### src/fsc_params.svh
// Offsets, field positions and reset values of the float status unit
`ifndef FSC_PARAMS_SVH
`define FSC_PARAMS_SVH
`define FSC_ADDR_STATUS 12'h000
`define FSC_STATUS_RESET 32'h0000_0000
`define FSC_BIT_ANY_SUM 0
`define FSC_BIT_ENA_SUM 1
`define FSC_BIT_INV_SUM 2
`define FSC_BIT_OVERFLOW 3
`define FSC_BIT_UNDERFLOW 4
`define FSC_BIT_ZERO_DIV 5
`define FSC_BIT_INEXACT 6
`define FSC_BIT_INV_LO 7
`define FSC_BIT_INV_HI 12
`define FSC_BIT_ROUNDED 13
`define FSC_BIT_INEXACT_RES 14
`define FSC_BIT_CLASS 15
`define FSC_BIT_CMP_LO 16
`define FSC_BIT_CMP_HI 19
`define FSC_BIT_INV_EN 24
`define FSC_BIT_OVF_EN 25
`define FSC_BIT_UNF_EN 26
`define FSC_BIT_ZDV_EN 27
`define FSC_BIT_INX_EN 28
`define FSC_BIT_RND_LO 30
`define FSC_BIT_RND_HI 31
`define FSC_WRITABLE_MASK 32'hDF0F_FFFD
`define FSC_SGL_BIAS_ADJ 11'h380
`define FSC_DBL_EXP_MAX 11'h7FF
`define FSC_SGL_EXP_MAX 8'hFF
`endif

### src/fsc_pkg.sv
// Types shared by the float status unit and its bench
`default_nettype none
package fsc_pkg;
    typedef enum logic [2:0] {
        FSC_OP_ARITH,
        FSC_OP_COMPARE,
        FSC_OP_ROUND_SINGLE,
        FSC_OP_LOAD_DOUBLE,
        FSC_OP_LOAD_SINGLE,
        FSC_OP_STORE_DOUBLE,
        FSC_OP_STORE_SINGLE
    } fsc_op_t;

    // Exception flags from the arithmetic datapath, one per status bit
    typedef struct packed {
        logic compareInvalid;
        logic infTimesZeroInvalid;
        logic zeroByZeroInvalid;
        logic infByInfInvalid;
        logic infMinusInfInvalid;
        logic signalingNanInvalid;
        logic inexactBit;
        logic zeroDivideBit;
        logic underflowBit;
        logic overflowBit;
    } fsc_exc_t;

    typedef struct packed {
        logic valid;
        fsc_op_t op;
        logic [4:0] target;
        logic [4:0] srcA;
        logic [4:0] srcB;
        logic [63:0] data;
        fsc_exc_t exc;
        logic roundedIndicator;
        logic inexactResultIndicator;
        logic resultClass;
        logic [3:0] compareFlags;
    } fsc_issue_t;

    typedef struct packed {
        logic valid;
        logic [63:0] data;
    } fsc_store_t;
endpackage
`default_nettype wire

### src/fsc_unit.sv
// Float unit gating, register file, load/store conversion and status word
//
// How it works
// - With float_available high, issued float instructions execute normally.
// - With float_available low, execution is suppressed and unavailable irq pulses.
// - Exceptions set status bits; precise interrupt only when enabled.
// - Detects invalid (six subclasses), zero divide, overflow, underflow, inexact.
// - Each exception and invalid subclass has its own sticky status bit.
// - Each exception class has an enable bit in the status word.
// - float_trap_enable allows a precise program interrupt on enabled exceptions.
// - Thirty-two float registers selected by 5-bit fields.
// - Each register is 64 bits, interpreted as double format.
// - Arith and round ops write a register and record status; compare records status and condition flags.
// - Double loads and stores move 64 bits unchanged.
// - Single loads convert single format to the same double value.
// - Single stores convert double register value to single, truncating the dropped low fraction bits.
// - Status word: bits 0-19 status, 20-31 control, 20-23 and 29 reserved.
// - Bits 3-6 record overflow, underflow, zero divide, inexact.
// - Bits 7-12 record the six invalid subclasses in order.
// - Bit 13 rounded, bit 14 inexact fraction, bit 15 result class.
// - Bits 16-19 hold less, greater, equal, unordered compare flags.
// - Bits 24-28 enable invalid, overflow, underflow, zero divide, inexact.
// - Bits 30-31 are the rounding control field.
// - Bit 0 set when an arith/compare/round op turns any exception bit on.
// - Bit 1 is OR of exception bits masked by their enables.
// - Bit 2 is OR of all invalid subclass bits.
//
// Implementation choices: the register addresses and the APB interface to the registers.
`include "fsc_params.svh"
`default_nettype none

module fsc_unit
    import fsc_pkg::*;
#(
    parameter int REG_COUNT = 32,
    parameter int REG_WIDTH = 64
) (
    // Clock, reset, enable
    input wire logic clk,
    input wire logic reset_n,
    input wire logic ce,
    // Machine state bits
    input wire logic floatAvailable,
    input wire logic floatTrapEnable,
    // Instruction issue from dispatch
    input wire fsc_issue_t issue,
    output logic issueReady,
    // Results toward the core
    output logic issueDone,
    output logic [REG_WIDTH-1:0] operandA,
    output logic [REG_WIDTH-1:0] operandB,
    output fsc_store_t store,
    output logic [3:0] condField,
    output logic [1:0] roundMode,
    output logic unavailableIrq,
    output logic programIrq,
    // APB register port
    input wire logic psel,
    input wire logic penable,
    input wire logic pwrite,
    input wire logic [11:0] paddr,
    input wire logic [31:0] pwdata,
    output logic [31:0] prdata,
    output logic pready,
    output logic pslverr
);
    logic [REG_WIDTH-1:0] floatReg [REG_COUNT];
    logic [31:0] statusStore;
    logic [31:0] statusWord;
    logic [31:0] next_status;
    logic [31:0] excSetMask;
    logic [31:0] excBits;
    logic [31:0] enabledBits;
    logic anyEnabled;
    logic take;
    logic runOp;
    logic statusOp;
    logic apbWrite;
    logic apbHit;
    logic [63:0] loadSingle;
    logic [31:0] storeSingle;

    // Single to double: denormals are normalised since double has the range
    function automatic logic [63:0] single_to_double(input logic [31:0] s);
        logic [10:0] e;
        logic [22:0] f;
        int lead;
        e = '0;
        f = s[22:0];
        lead = 0;
        if (s[30:23] == `FSC_SGL_EXP_MAX) begin
            e = `FSC_DBL_EXP_MAX;
        end else if (s[30:23] != 8'h00) begin
            e = {3'h0, s[30:23]} + `FSC_SGL_BIAS_ADJ;
        end else if (f != 23'h000000) begin
            for (int i = 0; i < 23; i++) begin
                if (f[i]) begin
                    lead = i;
                end
            end
            e = `FSC_SGL_BIAS_ADJ + 11'(lead) - 11'd22;
            f = 23'(f << (23 - lead));
        end
        return {s[31], e, f, 29'h0};
    endfunction

    // Double to single: values in single range map exactly apart from the
    // dropped low fraction bits, which are truncated
    function automatic logic [31:0] double_to_single(input logic [63:0] d);
        logic [10:0] e;
        logic [23:0] m;
        logic [7:0] se;
        int sh;
        e = d[62:52];
        se = '0;
        m = {1'b1, d[51:29]};
        sh = 0;
        if (e == `FSC_DBL_EXP_MAX) begin
            se = `FSC_SGL_EXP_MAX;
            m = {1'b0, d[51:29]};
        end else if (e > `FSC_SGL_BIAS_ADJ) begin
            se = 8'(e - `FSC_SGL_BIAS_ADJ);
            m = {1'b0, d[51:29]};
        end else begin
            sh = int'(`FSC_SGL_BIAS_ADJ) + 1 - int'(e);
            m = (sh > 24) ? 24'h000000 : 24'(m >> sh);
        end
        return {d[63], se, m[22:0]};
    endfunction

    assign loadSingle = single_to_double(issue.data[31:0]);
    assign storeSingle = double_to_single(floatReg[issue.srcA]);

    // The unit finishes every op in one cycle, so it never back-pressures
    assign issueReady = 1'b1;
    assign take = ce && issue.valid;
    assign runOp = take && floatAvailable;
    assign statusOp = runOp && (issue.op == FSC_OP_ARITH
        || issue.op == FSC_OP_COMPARE || issue.op == FSC_OP_ROUND_SINGLE);

    // Exception bits raised by this op, placed at their status positions
    always_comb begin
        excSetMask = '0;
        if (statusOp) begin
            excSetMask[`FSC_BIT_OVERFLOW] = issue.exc.overflowBit;
            excSetMask[`FSC_BIT_UNDERFLOW] = issue.exc.underflowBit;
            excSetMask[`FSC_BIT_ZERO_DIV] = issue.exc.zeroDivideBit;
            excSetMask[`FSC_BIT_INEXACT] = issue.exc.inexactBit;
            excSetMask[`FSC_BIT_INV_HI:`FSC_BIT_INV_LO] = {
                issue.exc.compareInvalid,
                issue.exc.infTimesZeroInvalid,
                issue.exc.zeroByZeroInvalid,
                issue.exc.infByInfInvalid,
                issue.exc.infMinusInfInvalid,
                issue.exc.signalingNanInvalid};
        end
    end

    assign apbWrite = psel && penable && pwrite && apbHit;
    assign apbHit = (paddr == `FSC_ADDR_STATUS);

    // Software write first, hardware sets on top so a set is never lost
    always_comb begin
        next_status = statusStore;
        if (apbWrite) begin
            next_status = pwdata & `FSC_WRITABLE_MASK;
        end
        if (statusOp) begin
            next_status = next_status | excSetMask;
            if ((excSetMask & ~statusStore) != 32'h0) begin
                next_status[`FSC_BIT_ANY_SUM] = 1'b1;
            end
            next_status[`FSC_BIT_ROUNDED] = issue.roundedIndicator;
            next_status[`FSC_BIT_INEXACT_RES] = issue.inexactResultIndicator;
            next_status[`FSC_BIT_CLASS] = issue.resultClass;
            if (issue.op == FSC_OP_COMPARE) begin
                next_status[`FSC_BIT_CMP_HI:`FSC_BIT_CMP_LO] =
                    issue.compareFlags;
            end
        end
    end

    always_ff @(posedge clk) begin
        if (!reset_n) begin
            statusStore <= `FSC_STATUS_RESET;
        end else if (ce) begin
            statusStore <= next_status;
        end
    end

    // Enable-masked view: each enable gates its own class
    always_comb begin
        excBits = statusStore;
        enabledBits = '0;
        enabledBits[`FSC_BIT_OVERFLOW] = statusStore[`FSC_BIT_OVF_EN];
        enabledBits[`FSC_BIT_UNDERFLOW] = statusStore[`FSC_BIT_UNF_EN];
        enabledBits[`FSC_BIT_ZERO_DIV] = statusStore[`FSC_BIT_ZDV_EN];
        enabledBits[`FSC_BIT_INEXACT] = statusStore[`FSC_BIT_INX_EN];
        for (int i = `FSC_BIT_INV_LO; i <= `FSC_BIT_INV_HI; i++) begin
            enabledBits[i] = statusStore[`FSC_BIT_INV_EN];
        end
    end

    assign anyEnabled = |(excBits & enabledBits);

    // Summary bits 1 and 2 read as derived values (the stored copy of bit 2 is never read); bit 0 is stored; reserved bits stay zero
    always_comb begin
        statusWord = statusStore & `FSC_WRITABLE_MASK;
        statusWord[`FSC_BIT_ENA_SUM] = anyEnabled;
        statusWord[`FSC_BIT_INV_SUM] =
            |statusStore[`FSC_BIT_INV_HI:`FSC_BIT_INV_LO];
    end

    assign roundMode = statusStore[`FSC_BIT_RND_HI:`FSC_BIT_RND_LO];

    // Register file writes: arithmetic results and loads
    always_ff @(posedge clk) begin
        if (runOp) begin
            unique case (issue.op)
                FSC_OP_ARITH, FSC_OP_ROUND_SINGLE: begin
                    floatReg[issue.target] <= issue.data;
                end
                FSC_OP_LOAD_DOUBLE: begin
                    floatReg[issue.target] <= issue.data;
                end
                FSC_OP_LOAD_SINGLE: begin
                    floatReg[issue.target] <= loadSingle;
                end
                FSC_OP_COMPARE, FSC_OP_STORE_DOUBLE,
                FSC_OP_STORE_SINGLE: begin
                end
            endcase
        end
    end

    // Operands, store data and completion
    always_ff @(posedge clk) begin
        if (!reset_n) begin
            operandA <= '0;
            operandB <= '0;
            store <= '0;
            issueDone <= 1'b0;
            condField <= 4'h0;
        end else if (ce) begin
            issueDone <= runOp;
            store.valid <= 1'b0;
            if (runOp) begin
                operandA <= floatReg[issue.srcA];
                operandB <= floatReg[issue.srcB];
                if (issue.op == FSC_OP_STORE_DOUBLE) begin
                    store.valid <= 1'b1;
                    store.data <= floatReg[issue.srcA];
                end
                if (issue.op == FSC_OP_STORE_SINGLE) begin
                    store.valid <= 1'b1;
                    store.data <= {32'h0, storeSingle};
                end
                if (issue.op == FSC_OP_COMPARE) begin
                    condField <= issue.compareFlags;
                end
            end
        end
    end

    // Interrupt requests, one-cycle pulses
    always_ff @(posedge clk) begin
        if (!reset_n) begin
            unavailableIrq <= 1'b0;
            programIrq <= 1'b0;
        end else if (ce) begin
            unavailableIrq <= take && !floatAvailable;
            programIrq <= statusOp && floatTrapEnable
                && ((excSetMask & enabledBits) != 32'h0);
        end
    end

    // APB: read data is captured in the setup cycle, answer in one access
    assign pready = psel && penable;
    always_ff @(posedge clk) begin
        if (!reset_n) begin
            prdata <= 32'h0000_0000;
            pslverr <= 1'b0;
        end else if (ce && psel && !penable) begin
            prdata <= (apbHit && !pwrite) ? statusWord : 32'h0000_0000;
            pslverr <= !apbHit;
        end
    end
endmodule // fsc_unit
`default_nettype wire

### config.mk
export PLATFORM = sky130hd
export DESIGN_NAME = fsc_unit
export DESIGN_NICKNAME = d
export VERILOG_FILES = /design/src/fsc_pkg.sv /design/src/fsc_unit.sv
export VERILOG_INCLUDE_DIRS = /design/src
export SDC_FILE = /design/constraint.sdc
export NUM_CORES = 2
export LEC_CHECK = 0
export BUFFER_PORTS_ARGS = -buffer_cell sky130_fd_sc_hd__buf_2
export CAP_MARGIN = 20
export CORE_MARGIN = 2
export CORE_UTILIZATION = 55
export DETAILED_ROUTE_END_ITERATION = 16
export HOLD_SLACK_MARGIN = 0.1
export PLACE_DENSITY = 0.81
export SLEW_MARGIN = 20
export SYNTH_ARGS = -nofsm -noshare
export SYNTH_HDL_FRONTEND = slang
export SYNTH_SLANG_ARGS = --single-unit
### constraint.sdc
create_clock -name clk -period 5.59 [get_ports clk]
set_clock_uncertainty 0.2 [all_clocks]
set_input_delay 0.2795 -clock clk [delete_from_list [all_inputs] [get_ports clk]]
set_output_delay 0.2795 -clock clk [all_outputs]
set_load 0.02 [all_outputs]
==> impl_metrics.csv <==
group,metric,value,unit
outcome,status,"finished, final reports clean",
clocking,clock_latency,0.88,ns
logic_synthesis,netlist_instances,5864,
clocking,cts_resized,0,
sta,fmax,203,MHz
setup_path,cp.required,5.94,ns
finish,drive_above_1_share,33.1,%
global_route,antenna_found_initial,38,
power,cellPowerDensity,308,mW/mm2
power,vdd_drop_max,0.356,mV
logic_synthesis,syn_avg_cell_area,18.3,um2
detailed_routing,vias,68500,
detailed_routing,post-route-drc-count,0,
finish,most-common-layout-cells,"edfxtp_1, mux4_2, buf_2",
logic_synthesis,synth_area_leaders,"edfxtp_1, mux4_2, dfxtp_1",
placed_design,gp_congestion,0.958,
setup_path,cp.arrival,5.28,ns
sta,maxSlewViolCount,0,
placed_design,port_buffers,375,
power,clockPowerShare,39.3,%
finish,nNetsFinal,6572,
clocking,root_buffer,"clkbuf_16",
floorplan,die-area,0.198,mm2
setup_path,cp-start-kind,"primary input",
sta,worst_hold_slack,0.103,ns
detailed_routing,drtIter0Drc,11400,
sta,setup_tns,0,ns
power,power,37.5,mW
run,cap_viol_max_count,0,
power,p_sw_share,24.0,%
sta,fin_ws,0.665,ns
power,p_sw,8.99,mW
finish,syn_to_final_growth,13.8,%
sta,relSlewSlack,20.9,%
global_route,grt_usage,36.4,%
finish,fill_cells,12500,
placed_design,dpl.hpwl,200,mm
logic_synthesis,synth_cell_type_count,90,
finish,mostFrequentLayoutCell,"edfxtp_1",
power,p_leak,41.0,nW
floorplan,dieHeight,445,um
finish,multiInputGateArea,0.0388,mm2
finish,final_util,62.7,%
setup_path,cp_max_fo,32,
clocking,path_clk_slew,0.06,ns
logic_synthesis,async_reset_ff_share,0,%
sta,finalCritPeriodShare,88.1,%
floorplan,core.rowCount,162,
power,seqPwrFrac,50.3,%
min_path,min_path_type,"in2reg",
sta,final.min_clock_period,4.92,ns
power,combPwrFrac,10.3,%
detailed_routing,first_pass_iters,7,
sta,final-hold-violation-count,0,
power,power.internal,28.5,mW
global_route,grt_max_degree,165,
global_route,grt-ovfl-total,0,
floorplan,pin_count,389,
clocking,clockBufferDepth,3,
logic_synthesis,synth-edff-count,2048,
setup_path,path_class,"in2reg",
floorplan,die_x,445,um
clocking,cts.sinks,2301,
clocking,post-cts-setup-buffers,0,
floorplan,start_util,55.1,%
clocking,numCtsBuffers,214,
global_route,grt_pass1_wl,507,mm
global_route,grt_pass1_vias,68900,
logic_synthesis,yosys.area.top_type,"edfxtp_1",
sta,rsz0062_at_grt,"no",
placed_design,post-place-ws,0.740,ns
setup_path,endpoint_kind,"flop",
detailed_routing,viasPerCell,7.48,
logic_synthesis,ys_seq_elements,2301,
detailed_routing,ant_nets,0,
logic_synthesis,netlist.area_leader.share,57.4,%
detailed_routing,wl_per_cell,39.7,um
sta,worst_slew_pin_slew,1.17,ns
clocking,cts_tree,"done",
detailed_routing,drt_wl_total,364,mm
sta,setup_viol,0,
clocking,hold_buffers,191,
finish,regArea,0.0666,mm2
floorplan,coreArea,0.194,mm2
clocking,htree_levels,4,
logic_synthesis,seq_area_frac_synth,62.1,%
logic_synthesis,synth_ff_type,"edfxtp_1",
logic_synthesis,synth_warnings,0,
logic_synthesis,netlist_area,0.107,mm2
==> critical path, cell delays in order <==
cell and delay [ns]:
dlygate4sd3_1 0.59, buf_2 0.19, nor4_1 0.53, nand2_1 0.15
nand3_1 0.11, buf_4 0.22, inv_1 0.08, ha_1 0.38
nor3b_1 0.63, a21oi_1 0.27, o2111ai_1 0.98, o211a_1 0.83
==> area by class of cell <==
type	count	share of cell area, %
timing repair buffer	796	5.10
antenna	20	0.0410
inverter	29	0.0923
sequential	2301	54.6
tap	2542	2.61
multi-input combinational	3073	31.8
clock inverter	115	0.861
clock buffer	288	4.88
==> path summary, 6_finish.rpt <==
kind / depth (start not counted) / endpoint / slack (ns) / startpoint
worst max-delay path: 12 / floatReg[0][49]$_DFFE_PP_ / 0.67 / issue[26]
worst min-delay path: 2 / floatReg[18][28]$_DFFE_PP_ / 0.10 / issue[45]
worst max register to register: 13 / store[7]$_SDFFE_PN0P_ / 1.15 / floatReg[31][54]$_DFFE_PP_
worst min register to register: 2 / operandA[31]$_SDFFE_PN0P_ / 0.28 / operandA[31]$_SDFFE_PN0P_
==> layer usage <==
| metal | up-vias | routed length [um] | global-route usage (%) |
|---|---|---|---|
| met3 | 1557 | 58700 | 12.9 |
| met5 | - | 208 | 0 |
| met2 | 6548 | 165000 | 55.2 |
| li1 | 25800 | - | - |
| met1 | 34600 | 109000 | 43.9 |
| met4 | 30 | 31000 | 24.9 |
==> power by group through the flow <==
stage / clock, mW / combinational (mW) / sequential, mW
2_1_floorplan: 0 / 2.28 / 19.3
6_report: 14.7 / 3.88 / 18.9
3_3_place_gp: 0 / 3.58 / 19.2
5_1_grt: 15.3 / 3.99 / 18.9
4_1_cts: 14.7 / 3.75 / 18.9
3_5_place_dp: 0 / 3.63 / 19.2
==> registers in the layout, summed over array words and instances, names as in the netlist <==
register        flops
pslverr             1
condField           4
prdata             27
operandB           64
operandA           64
excBits            25
issueDone           1
unavailableIrq      1
floatReg         2048
store              65
programIrq          1
==> logic make-up after synthesis <==
| family | count (synthesis) | synth area share, % |
|---|---|---|
| DFF | 2301 | 62.1 |
| muxes | 1503 | 27.0 |
| and+or+nand+nor | 905 | 4.13 |
| AOI/OAI and AO/OA | 648 | 4.46 |
| buffers and inverters | 494 | 2.18 |
| xor gates and xnor gates | 6 | 0.0490 |
| adders and majority gates | 5 | 0.0584 |
| other | 2 | 0.00701 |
==> synth_stat cells (5+ instances only) <==
master and number:
buf_1 90, inv_1 24, nand3_1 79, mux4_2 1109
a221oi_1 38, nand2_1 310, o2111ai_1 10, a31oi_1 9
o211a_1 80, nor2_2 5, clkbuf_1 227, edfxtp_1 2048
a211oi_1 15, mux2_2 29, nor4_1 17, o22ai_1 31
ha_1 5, mux2i_1 364, dfxtp_1 253, a21boi_0 22
o21ai_0 86, buf_6 26, and3_1 5, buf_2 77
nor3_1 12, a22oi_1 186, nor2_1 222, nand3b_1 8
or3_1 8, o31ai_1 5, o221ai_1 5, a2111oi_0 5
buf_4 42, nor2b_1 81, and2_1 39, a21oi_1 85
o22a_1 7, nand4_1 14, nand2b_1 17, nor3b_1 55
a21o_1 5
==> stage by stage <==
| stage | std cells | instance area [um2] |
|---|---|---|
| 2_1_floorplan | 5868 | 107000 |
| 3_3_place_gp | 8547 | 113000 |
| 3_5_place_dp | 8547 | 113000 |
| 4_1_cts | 9141 | 122000 |
| 5_1_grt | 9159 | 122000 |
| 6_report | 9164 | 122000 |
Power figures use the tool's default switching activity.
